--- config.mk ---
export PLATFORM = sky130hd
export DESIGN_NAME = zero_overhead_repeat_loop_control
export DESIGN_NICKNAME = d
export VERILOG_FILES = /design/src/rtl/zol_pkg.sv /design/src/rtl/nest_save_stack.sv /design/src/rtl/zol_avalon_regs.sv /design/src/rtl/zero_overhead_repeat_loop_control.sv
export VERILOG_INCLUDE_DIRS = /design/src /design/src/rtl
export SDC_FILE = /design/constraint.sdc
export NUM_CORES = 1
export LEC_CHECK = 0
export BUFFER_PORTS_ARGS = -buffer_cell sky130_fd_sc_hd__buf_4
export CAP_MARGIN = 40
export CORE_MARGIN = 3
export CORE_UTILIZATION = 39
export CTS_BUF_LIST = sky130_fd_sc_hd__clkbuf_4 sky130_fd_sc_hd__clkbuf_8
export CTS_CLUSTER_DIAMETER = 150
export DETAILED_ROUTE_END_ITERATION = 10
export PLACE_DENSITY = 0.7
export SYNTH_ARGS = -nofsm -noshare
export SYNTH_HDL_FRONTEND = slang
export SYNTH_SLANG_ARGS = --single-unit
export TNS_END_PERCENT = 5
--- constraint.sdc ---
create_clock -name sys_clk_in -period 5 [get_ports sys_clk_in]
set_clock_uncertainty 0.05 [all_clocks]
set_input_delay 1 -clock sys_clk_in [delete_from_list [all_inputs] [get_ports sys_clk_in]]
set_output_delay 1 -clock sys_clk_in [all_outputs]
set_load 0.02 [all_outputs]
--- src/rtl/zol_map.svh ---
// offsets, field positions, reset values and limits of the repeat/loop block
`ifndef ZOL_MAP_SVH
`define ZOL_MAP_SVH

// register byte offsets
`define ZOL_CTRL_OFS        5'h00
`define ZOL_STATUS_OFS      5'h04
`define ZOL_ITER_COUNT_OFS  5'h08
`define ZOL_BODY_COUNT_OFS  5'h0C
`define ZOL_BODY_FIRST_OFS  5'h10
`define ZOL_BODY_LAST_OFS   5'h14

// control fields
`define ZOL_CTRL_ENABLE_BIT 0
`define ZOL_CTRL_CLEAR_BIT  1
`define ZOL_CTRL_RESET      1'h1

// status fields
`define ZOL_ST_ITER_BIT     0
`define ZOL_ST_BODY_BIT     1
`define ZOL_ST_PTR_LSB      2
`define ZOL_ST_OVF_BIT      8
`define ZOL_ST_UNF_BIT      9
`define ZOL_ST_RANGE_BIT    10

// limits
`define ZOL_COUNT_MAX       16'h7FFF
`define ZOL_COUNT_MIN       16'h0001
`define ZOL_BODY_LEN_MIN    8'h02
`define ZOL_BODY_LEN_MAX    8'hFF
`define ZOL_NEST_LEVELS     4
`define ZOL_PTR_TOP         3'h4

`endif

--- src/rtl/zol_pkg.sv ---
// types shared by the repeat/loop controller files
package zol_pkg;

   typedef struct packed {
      logic        use_gpr;
      logic [2:0]  gpr_idx;
      logic [15:0] imm;
   } count_src_type;

   typedef struct packed {
      logic [15:0] first;
      logic [15:0] last;
      logic [15:0] count;
   } nest_entry_type;

   typedef enum logic [1:0] {
      IT_IDLE = 2'b00,
      IT_DEAD = 2'b01,
      IT_RUN  = 2'b10
   } iterate_state_type;

   typedef struct packed {
      logic        iter_active;
      logic        body_active;
      logic [2:0]  nest_ptr;
      logic        overflow;
      logic        underflow;
      logic        range_err;
      logic [15:0] iter_count;
      logic [15:0] body_count;
      logic [15:0] body_first;
      logic [15:0] body_last;
   } status_type;

   typedef struct packed {
      logic enable;
      logic err_clear;
   } ctrl_type;

endpackage

--- src/rtl/nest_save_stack.sv ---
// four-level save file for first address, last address and pass count
`timescale 1ns/1ns
module nest_save_stack
   import zol_pkg::*;
#(
   parameter int LEVELS = 4
) (
   // clock
   input  wire logic                      sys_clk_in,
   // write port
   input  wire logic                      wr_en_in,
   input  wire logic [$clog2(LEVELS)-1:0] wr_idx_in,
   input  wire nest_entry_type            wr_data_in,
   // read port
   input  wire logic [$clog2(LEVELS)-1:0] rd_idx_in,
   output nest_entry_type                 rd_data_out
);

   nest_entry_type slot_ff [LEVELS];

   initial begin
      if (LEVELS < 2) begin
         $error("nest_save_stack needs at least two levels");
      end
   end

   // no reset: contents are only meaningful after a push
   always_ff @(posedge sys_clk_in) begin
      if (wr_en_in) begin
         slot_ff[wr_idx_in] <= wr_data_in;
      end
   end

   assign rd_data_out = slot_ff[rd_idx_in];

endmodule // nest_save_stack

--- src/rtl/zol_avalon_regs.sv ---
// avalon-mm slave holding control and showing controller state
`timescale 1ns/1ns
`include "zol_map.svh"
module zol_avalon_regs
   import zol_pkg::*;
(
   // clock and reset
   input  wire logic        sys_clk_in,
   input  wire logic        sys_rst_in,
   // avalon-mm slave
   input  wire logic [4:0]  avs_address_in,
   input  wire logic        avs_read_in,
   input  wire logic        avs_write_in,
   input  wire logic [31:0] avs_writedata_in,
   input  wire logic [3:0]  avs_byteenable_in,
   output logic [31:0]      avs_readdata_out,
   output logic             avs_waitrequest_out,
   // block side
   input  wire status_type  status_in,
   output ctrl_type         ctrl_out
);

   logic        ack_ff;
   logic        enable_ff;
   logic        clear_ff;
   logic [31:0] readdata_ff;
   logic [31:0] nxt_readdata;
   logic        wr_take;

   // one wait state: every access ends on the second edge after it is raised
   assign avs_waitrequest_out = (avs_read_in | avs_write_in) & ~ack_ff;
   // a write lands only on the edge that sees waitrequest low
   assign wr_take = avs_write_in & ack_ff;

   always_ff @(posedge sys_clk_in) begin
      if (sys_rst_in) begin
         ack_ff <= 1'b0;
      end else begin
         ack_ff <= (avs_read_in | avs_write_in) & ~ack_ff;
      end
   end

   always_ff @(posedge sys_clk_in) begin
      if (sys_rst_in) begin
         enable_ff <= `ZOL_CTRL_RESET;
         clear_ff  <= 1'b0;
      end else begin
         clear_ff <= 1'b0;
         if (wr_take && avs_address_in == `ZOL_CTRL_OFS
             && avs_byteenable_in[0]) begin
            enable_ff <= avs_writedata_in[`ZOL_CTRL_ENABLE_BIT];
            clear_ff  <= avs_writedata_in[`ZOL_CTRL_CLEAR_BIT];
         end
      end
   end

   always_comb begin
      nxt_readdata = 32'h0000_0000;
      unique case (avs_address_in)
         `ZOL_CTRL_OFS: begin
            nxt_readdata[`ZOL_CTRL_ENABLE_BIT] = enable_ff;
         end
         `ZOL_STATUS_OFS: begin
            nxt_readdata[`ZOL_ST_ITER_BIT] = status_in.iter_active;
            nxt_readdata[`ZOL_ST_BODY_BIT] = status_in.body_active;
            nxt_readdata[`ZOL_ST_PTR_LSB +: 3] = status_in.nest_ptr;
            nxt_readdata[`ZOL_ST_OVF_BIT] = status_in.overflow;
            nxt_readdata[`ZOL_ST_UNF_BIT] = status_in.underflow;
            nxt_readdata[`ZOL_ST_RANGE_BIT] = status_in.range_err;
         end
         `ZOL_ITER_COUNT_OFS: nxt_readdata[15:0] = status_in.iter_count;
         `ZOL_BODY_COUNT_OFS: nxt_readdata[15:0] = status_in.body_count;
         `ZOL_BODY_FIRST_OFS: nxt_readdata[15:0] = status_in.body_first;
         `ZOL_BODY_LAST_OFS:  nxt_readdata[15:0] = status_in.body_last;
         default:             nxt_readdata = 32'h0000_0000;
      endcase
   end

   always_ff @(posedge sys_clk_in) begin
      if (sys_rst_in) begin
         readdata_ff <= 32'h0000_0000;
      end else if (avs_read_in && !ack_ff) begin
         readdata_ff <= nxt_readdata;
      end
   end

   assign avs_readdata_out = readdata_ff;
   assign ctrl_out.enable = enable_ff;
   assign ctrl_out.err_clear = clear_ff;

endmodule // zol_avalon_regs

--- src/rtl/zero_overhead_repeat_loop_control.sv ---
// zero-overhead single-op repeat and nested block loop controller
//
// The implementer's own choices: the Avalon-MM slave port and the placing of the registers.
`timescale 1ns/1ns
`include "zol_map.svh"
module zero_overhead_repeat_loop_control
   import zol_pkg::*;
#(
   parameter int LEVELS = `ZOL_NEST_LEVELS
) (
   // clock and reset
   input  wire logic             sys_clk_in,
   input  wire logic             sys_rst_in,
   // avalon-mm register slave
   input  wire logic [4:0]       avs_address_in,
   input  wire logic             avs_read_in,
   input  wire logic             avs_write_in,
   input  wire logic [31:0]      avs_writedata_in,
   input  wire logic [3:0]       avs_byteenable_in,
   output logic [31:0]           avs_readdata_out,
   output logic                  avs_waitrequest_out,
   // decode stage commands
   input  wire logic             iterate_instr_in,
   input  wire logic             body_instr_in,
   input  wire logic             nest_discard_instr_in,
   input  wire count_src_type    count_src_in,
   input  wire logic [15:0]      body_first_in,
   input  wire logic [7:0]       body_len_in,
   input  wire logic [7:0][15:0] gpr_low_halves_in,
   // fetch and execute progress
   input  wire logic             iterated_exec_in,
   input  wire logic             fetch_valid_in,
   input  wire logic [15:0]      fetch_pc_in,
   // program counter steering
   output logic                  pc_hold_out,
   output logic                  pc_load_out,
   output logic [15:0]           pc_target_out,
   output logic                  irq_block_out,
   // state flags
   output logic                  iterate_active_flag_out,
   output logic                  body_active_flag_out
);

   initial begin
      if (LEVELS != `ZOL_NEST_LEVELS) begin
         $error("pointer width serves exactly four nesting levels");
      end
      if (`ZOL_PTR_TOP != 3'(LEVELS)) begin
         $error("stack top code must match the nesting depth");
      end
      if (`ZOL_COUNT_MIN > `ZOL_COUNT_MAX) begin
         $error("count limits are reversed");
      end
      if (`ZOL_BODY_LEN_MIN < 8'h02) begin
         $error("a body shorter than two ops cannot loop");
      end
   end

   // picks the count operand from a general register or the immediate
   function automatic logic [15:0] pick_count(input count_src_type src,
                                              input logic [7:0][15:0] gpr);
      logic [15:0] raw;
      raw = src.use_gpr ? gpr[src.gpr_idx] : src.imm;
      return raw;
   endfunction

   // out-of-range counts are pinned to the nearest legal value
   function automatic logic [15:0] clamp_count(input logic [15:0] raw);
      logic [15:0] res;
      res = raw;
      if (raw < `ZOL_COUNT_MIN) begin
         res = `ZOL_COUNT_MIN;
      end else if (raw > `ZOL_COUNT_MAX) begin
         res = `ZOL_COUNT_MAX;
      end
      return res;
   endfunction

   function automatic logic count_bad(input logic [15:0] raw);
      return (raw < `ZOL_COUNT_MIN) || (raw > `ZOL_COUNT_MAX);
   endfunction

   ctrl_type          ctrl;
   status_type        status;
   iterate_state_type iter_state_ff;
   logic [15:0]       iteration_counter_ff;
   logic [15:0]       body_pass_counter_ff;
   logic [15:0]       body_first_addr_ff;
   logic [15:0]       body_last_addr_ff;
   logic [2:0]        nest_ptr_ff;
   logic              body_active_ff;
   logic              overflow_ff;
   logic              underflow_ff;
   logic              range_err_ff;

   logic              iter_go;
   logic              iter_last;
   logic              iter_start;
   logic              body_go;
   logic              discard_go;
   logic              end_hit;
   logic              end_final;
   logic              pop;
   logic              pop_ok;
   logic              push_ok;
   logic              start_go;
   logic [15:0]       op_count;
   logic              op_bad;
   logic              len_bad;
   nest_entry_type    push_entry;
   nest_entry_type    pop_entry;

   // commands are ignored while software has the controller disabled
   assign iter_go    = iterate_instr_in & ctrl.enable;
   assign body_go    = body_instr_in & ctrl.enable;
   assign discard_go = nest_discard_instr_in & ctrl.enable;

   assign op_count = pick_count(count_src_in, gpr_low_halves_in);
   assign op_bad   = count_bad(op_count);
   assign len_bad  = (body_len_in < `ZOL_BODY_LEN_MIN);

   // ---------------- single-op repeat ----------------

   assign iter_last = (iter_state_ff == IT_RUN) && iterated_exec_in
                      && (iteration_counter_ff == 16'h0001);
   // a repeat command while one is running is ignored
   assign iter_start = (iter_state_ff == IT_IDLE) && iter_go;

   always_ff @(posedge sys_clk_in) begin
      if (sys_rst_in) begin
         iter_state_ff <= IT_IDLE;
      end else begin
         unique case (iter_state_ff)
            IT_IDLE: begin
               if (iter_go) begin
                  iter_state_ff <= IT_DEAD;
               end
            end
            IT_DEAD: begin
               iter_state_ff <= IT_RUN;
            end
            IT_RUN: begin
               if (iter_last) begin
                  iter_state_ff <= IT_IDLE;
               end
            end
            default: begin
               iter_state_ff <= IT_IDLE;
            end
         endcase
      end
   end

   // only the repeat counter is touched here, never the stack
   always_ff @(posedge sys_clk_in) begin
      if (sys_rst_in) begin
         iteration_counter_ff <= 16'h0000;
      end else if (iter_start) begin
         iteration_counter_ff <= clamp_count(op_count);
      end else if (iter_state_ff == IT_RUN && iterated_exec_in) begin
         iteration_counter_ff <= iteration_counter_ff - 16'h0001;
      end
   end

   // the issue cycle advances the counter; it then stays frozen on the
   // address after the repeated instruction until the final execution
   assign pc_hold_out = (iter_state_ff != IT_IDLE)
                        && !iter_last;
   // the issue cycle blocks too, so no acknowledge slips in before it
   assign irq_block_out = iter_go
                          || (iter_state_ff != IT_IDLE);
   assign iterate_active_flag_out = (iter_state_ff != IT_IDLE);

   // ---------------- block loops ----------------

   // last-address match is ignored while a single op repeats in place
   assign end_hit = body_active_ff && fetch_valid_in && !pc_hold_out
                    && (fetch_pc_in == body_last_addr_ff);
   // the count before the decrement decides the final pass
   assign end_final = end_hit && (body_pass_counter_ff == 16'h0001);
   assign pop = end_final || (discard_go && !end_hit);
   // pops above the top only move the pointer: no slot holds them
   assign pop_ok = pop && (nest_ptr_ff != 3'h0)
                   && (nest_ptr_ff <= `ZOL_PTR_TOP);
   // a start coinciding with a last-address hit or a discard is dropped,
   // so one edge never both pushes and pops
   assign start_go = body_go && !end_hit && !discard_go;
   assign push_ok  = start_go && (nest_ptr_ff < `ZOL_PTR_TOP);

   assign pc_load_out = end_hit && !end_final;
   assign pc_target_out = body_first_addr_ff;

   assign push_entry.first = body_first_addr_ff;
   assign push_entry.last  = body_last_addr_ff;
   assign push_entry.count = body_pass_counter_ff;

   // slot n lives at index n-1 of the save file
   nest_save_stack #(
      .LEVELS (LEVELS)
   ) u_nest_save_stack (
      .sys_clk_in  (sys_clk_in),
      .wr_en_in    (push_ok),
      .wr_idx_in   (nest_ptr_ff[1:0]),
      .wr_data_in  (push_entry),
      .rd_idx_in   (2'(nest_ptr_ff - 3'h1)),
      .rd_data_out (pop_entry)
   );

   // addresses change only on push and pop; a last-address hit keeps them
   always_ff @(posedge sys_clk_in) begin
      if (sys_rst_in) begin
         body_first_addr_ff <= 16'h0000;
         body_last_addr_ff  <= 16'h0000;
      end else if (pop_ok) begin
         body_first_addr_ff <= pop_entry.first;
         body_last_addr_ff  <= pop_entry.last;
      end else if (push_ok) begin
         body_first_addr_ff <= body_first_in;
         body_last_addr_ff  <= body_first_in + {8'h00, body_len_in}
                               - 16'h0001;
      end
   end

   always_ff @(posedge sys_clk_in) begin
      if (sys_rst_in) begin
         body_pass_counter_ff <= 16'h0000;
      end else if (pop_ok) begin
         body_pass_counter_ff <= pop_entry.count;
      end else if (end_hit) begin
         body_pass_counter_ff <= body_pass_counter_ff - 16'h0001;
      end else if (push_ok) begin
         body_pass_counter_ff <= clamp_count(op_count);
      end
   end

   // post-increment on start, pre-decrement on end or discard
   always_ff @(posedge sys_clk_in) begin
      if (sys_rst_in) begin
         nest_ptr_ff <= 3'h0;
      end else if (pop && nest_ptr_ff != 3'h0) begin
         nest_ptr_ff <= nest_ptr_ff - 3'h1;
      end else if (start_go && nest_ptr_ff != 3'h7) begin
         // saturates at seven so runaway starts never wrap to zero
         nest_ptr_ff <= nest_ptr_ff + 3'h1;
      end
   end

   // only the pop of the outermost level clears it
   always_ff @(posedge sys_clk_in) begin
      if (sys_rst_in) begin
         body_active_ff <= 1'b0;
      end else if (pop && nest_ptr_ff == 3'h1) begin
         body_active_ff <= 1'b0;
      end else if (push_ok) begin
         body_active_ff <= 1'b1;
      end
   end

   assign body_active_flag_out = body_active_ff;

   // sticky errors: a new error in the clearing cycle still sets the bit
   always_ff @(posedge sys_clk_in) begin
      if (sys_rst_in) begin
         overflow_ff <= 1'b0;
      end else begin
         overflow_ff <= (overflow_ff && !ctrl.err_clear)
                        || (start_go
                            && nest_ptr_ff >= `ZOL_PTR_TOP);
      end
   end

   always_ff @(posedge sys_clk_in) begin
      if (sys_rst_in) begin
         underflow_ff <= 1'b0;
      end else begin
         underflow_ff <= (underflow_ff && !ctrl.err_clear)
                         || (pop && nest_ptr_ff == 3'h0);
      end
   end

   // a bad count still runs, clamped, so software must read the flag
   always_ff @(posedge sys_clk_in) begin
      if (sys_rst_in) begin
         range_err_ff <= 1'b0;
      end else begin
         range_err_ff <= (range_err_ff && !ctrl.err_clear)
                         || ((iter_go || body_go) && op_bad)
                         || (body_go && len_bad);
      end
   end

   // ---------------- register slave ----------------

   assign status.iter_active = iterate_active_flag_out;
   assign status.body_active = body_active_ff;
   assign status.nest_ptr    = nest_ptr_ff;
   assign status.overflow    = overflow_ff;
   assign status.underflow   = underflow_ff;
   assign status.range_err   = range_err_ff;
   assign status.iter_count  = iteration_counter_ff;
   assign status.body_count  = body_pass_counter_ff;
   assign status.body_first  = body_first_addr_ff;
   assign status.body_last   = body_last_addr_ff;

   zol_avalon_regs u_regs (
      .sys_clk_in          (sys_clk_in),
      .sys_rst_in          (sys_rst_in),
      .avs_address_in      (avs_address_in),
      .avs_read_in         (avs_read_in),
      .avs_write_in        (avs_write_in),
      .avs_writedata_in    (avs_writedata_in),
      .avs_byteenable_in   (avs_byteenable_in),
      .avs_readdata_out    (avs_readdata_out),
      .avs_waitrequest_out (avs_waitrequest_out),
      .status_in           (status),
      .ctrl_out            (ctrl)
   );

endmodule // zero_overhead_repeat_loop_control

==> results.yml <==
floorplan:
  die_area_um2: 39780
  start_util: 0.3968
  die_h_um: 199.5
  core.rowCount: 70
  core_area_um2: 36790
  die_x_um: 199.5
  io_pins: 292
timing:
  fin_setup_tns_ps: 0
  relSlewSlack: 0.4849
  slew_viol_final: 0
  max_freq_mhz: 263.0
  rsz0062_at_grt: "false"
  setup-violations-final: 0
  fin_crit_sh: 0.7605
  worst_slew_pin_slew_ps: 765.6
  holdWs_ps: 431.4
  fin_ws_ps: 1198
  hold_violations: 0
  min_period_ps: 3802
critical_path:
  cp-start-kind: "flip-flop"
  criticalPathCategory: "reg2out"
  crit_chain: "nor4_1 > and4_1 > nor3b_1 > nor3_1 > buf_4"
  worstPathRequired_ps: 3950
  r2r_slack_ps: 1730
  rr_worst_depth: 9
  r2r_end: "nest_ptr_ff[1]$_SDFFE_PP0P_"
  cp_slowest_stage_delay_ps: 630
  cp.arrival_ps: 2750
  crit_slowest_cell: "nor4_1"
  crit_fanout: 11
  r2r-start: "iteration_counter_ff[6]$_SDFFE_PP0P_"
  worst_setup_path_end_kind: "output pin"
drt:
  drc: 0
  via_per_inst: 5.724
  drt_wl_total_um: 42410
  vias: 11230
  drtIter0Drc: 995
  wl_per_cell_um: 21.62
  ant_nets: 0
  first_pass_iters: 5
min_path:
  hold_depth: 2
  min_from: "overflow_ff$_SDFF_PP0_"
  min_to: "overflow_ff$_SDFF_PP0_"
  hp-class: "reg2reg"
power_and_ir_drop:
  power.density_nw_per_um2: 466.4
  peakVddDrop_uv: 255.7
  p_leak_uw: 0.006697
logic_synthesis:
  yosys_register_bits: 284
  ys.flop_type: "edfxtp_1"
  yosysTopAreaCell: "edfxtp_1"
  yosys-top-cells-count: "edfxtp_1 (192), nor2_1 (133), nand2_1 (125), dfxtp_1 (92), mux4_2 (72)"
  seq_area_frac_synth: 0.5212
  synth.most_common_cell: "edfxtp_1"
  ys_async_sr_fraction: 0
  synth_area_leaders: "edfxtp_1 (39%), dfxtp_1 (13%), mux4_2 (11%)"
  netlist_area_um2: 14600
  syn_inst: 1219
  synth_cell_types: 69
  yosys_warnings: 0
  yosysTopAreaCellShare: 0.3950
  syn_area_per_cell_um2: 11.97
  synth_edf_count: 192
finish:
  drive_gt1_frac: 0.2940
  synthToLayoutAreaGrowth_pct: 22.06
  register_area_um2: 7611
  nNetsFinal: 1728
  fillCellCount: 3243
  multiInputGateArea_um2: 6422
placed_design:
  hpwlAfterDp_um: 31020
  pre_cts_slack_ps: 1009
  place_congestion: 0.9093
  port_buffers: 242
clock_tree:
  cts_setup_buffers: 0
  clk-insertion-delay-late_ps: 560
  cts_tree: "yes"
  clkTransAtPathRegs_ps: 60
  hold_buffers: 0
  cts_buffers: 45
  cts.path.max_buffers: 3
  cts-root-buf: "clkbuf_8"
  cts_sinks: 284
  htreeDepth: 2
  post_cts_resized: 0
grt:
  grt_pass1_wl_um: 63460
  antenna_found_initial: 4
  grt_max_degree: 66
  grt_pass1_vias: 11110
  overflow: 0
  grt.total_usage: 0.2093
outcome:
  status: "complete, no violations"
run:
  drv_cap: 0
-- logic make-up after synthesis --
family	Yosys count	share of synthesized area
AND/OR/NAND/NOR	383	0.1202
flip-flops	284	0.5212
AO/OA/AOI/OAI	201	0.09661
buffers and inverters	143	0.04509
multiplexers	123	0.1568
XOR/XNOR	49	0.02940
adder cells (fa/ha/maj)	35	0.03052
other	1	0.0002569
-- stage by stage --
stage / area, um2 / power [uW] / instances / util
final: 17820 / 8310 / 1962 / 0.4844
after global routing: 17820 / 8762 / 1962 / 0.4844
after CTS: 17810 / 8349 / 1958 / 0.4841
after detailed placement: 16900 / 6371 / 1876 / 0.4594
after global placement: 16860 / 6254 / 1874 / 0.4585
after floorplan: 14650 / 5350 / 1234 / -
-- where the power goes --
group          total [uW]  switching (uW)  internal, uW
clock network        1980             888          1090
registers            3560             485          3080
logic                2760            1520          1250
total                8310            2890          5420
-- worst max-delay path by stage --
stage / endpoint / cells after the start / slack (ps) / startpoint
6_report: pc_load_out / 5 / 1200 / body_pass_counter_ff[4]$_SDFFE_PP0P_
3_3_place_gp: range_err_ff$_SDFF_PP0_ / 10 / 1060 / count_src_in[16]
2_1_floorplan: u_nest_save_stack.slot_ff[0][0]$_DFFE_PP_ / 7 / 410 / iterated_exec_in
4_1_cts: pc_load_out / 6 / 1180 / iteration_counter_ff[6]$_SDFFE_PP0P_
5_1_grt: pc_load_out / 5 / 1060 / body_pass_counter_ff[4]$_SDFFE_PP0P_
3_5_place_dp: range_err_ff$_SDFF_PP0_ / 10 / 1010 / count_src_in[16]
-- placed cells by master (no fill, tap or decap), types with 6 or more instances in the layout --
master    count
a211oi_1     15
clkbuf_8     50
a311oi_1     37
xnor2_1      37
xor2_1       12
clkbuf_4     24
edfxtp_1    192
a221oi_1     18
a22o_1        8
nand2b_1      7
o21ai_0      32
buf_4       254
a21oi_1      42
nor2_1      132
mux2i_1      33
mux2_2        7
nand3_1      13
o211ai_1     16
nor2b_1       6
nor3_1       35
mux4_1        8
nand4_1      13
mux4_2       72
nor4_1       11
conb_1       16
buf_12        7
dfxtp_1      91
ha_1         33
inv_1        55
nand2_1     125
-- worst max-delay path: cells and delay by family (launching register included) --
family | cells | cell delay, ps
DFF | 1 | 440
buffers and inverters | 1 | 180
and+or+nand+nor | 4 | 1580
-- area by class of cell --
type | count | area share
diodes | 4 | 0.0005618
clock buffers | 74 | 0.04874
clock inverters | 8 | 0.002177
inverters | 55 | 0.01159
multi-input cells | 807 | 0.3605
flip-flops and latches | 284 | 0.4272
well taps | 468 | 0.03287
repair buffers | 262 | 0.1164
-- state kept, by name, indices dropped and copies added, names as in the netlist --
signal and cells:
body_active_flag_out 1, u_regs.ack_ff 1, u_regs.avs_readdata_out 16, overflow_ff 1
pc_target_out 16, u_regs.enable_ff 1, u_nest_save_stack.slot_ff 192, underflow_ff 1
iteration_counter_ff 16, u_regs.clear_ff 1, range_err_ff 1, nest_ptr_ff 3
iter_state_ff 2, body_pass_counter_ff 16, body_last_addr_ff 16
-- layer usage --
layer | wire length (um) | track usage
met5 | 0 | 0
met4 | 1759 | 0.09641
met3 | 4266 | 0.05480
met2 | 20390 | 0.3433
met1 | 16000 | 0.2612
(Power assumes the default switching activity.)
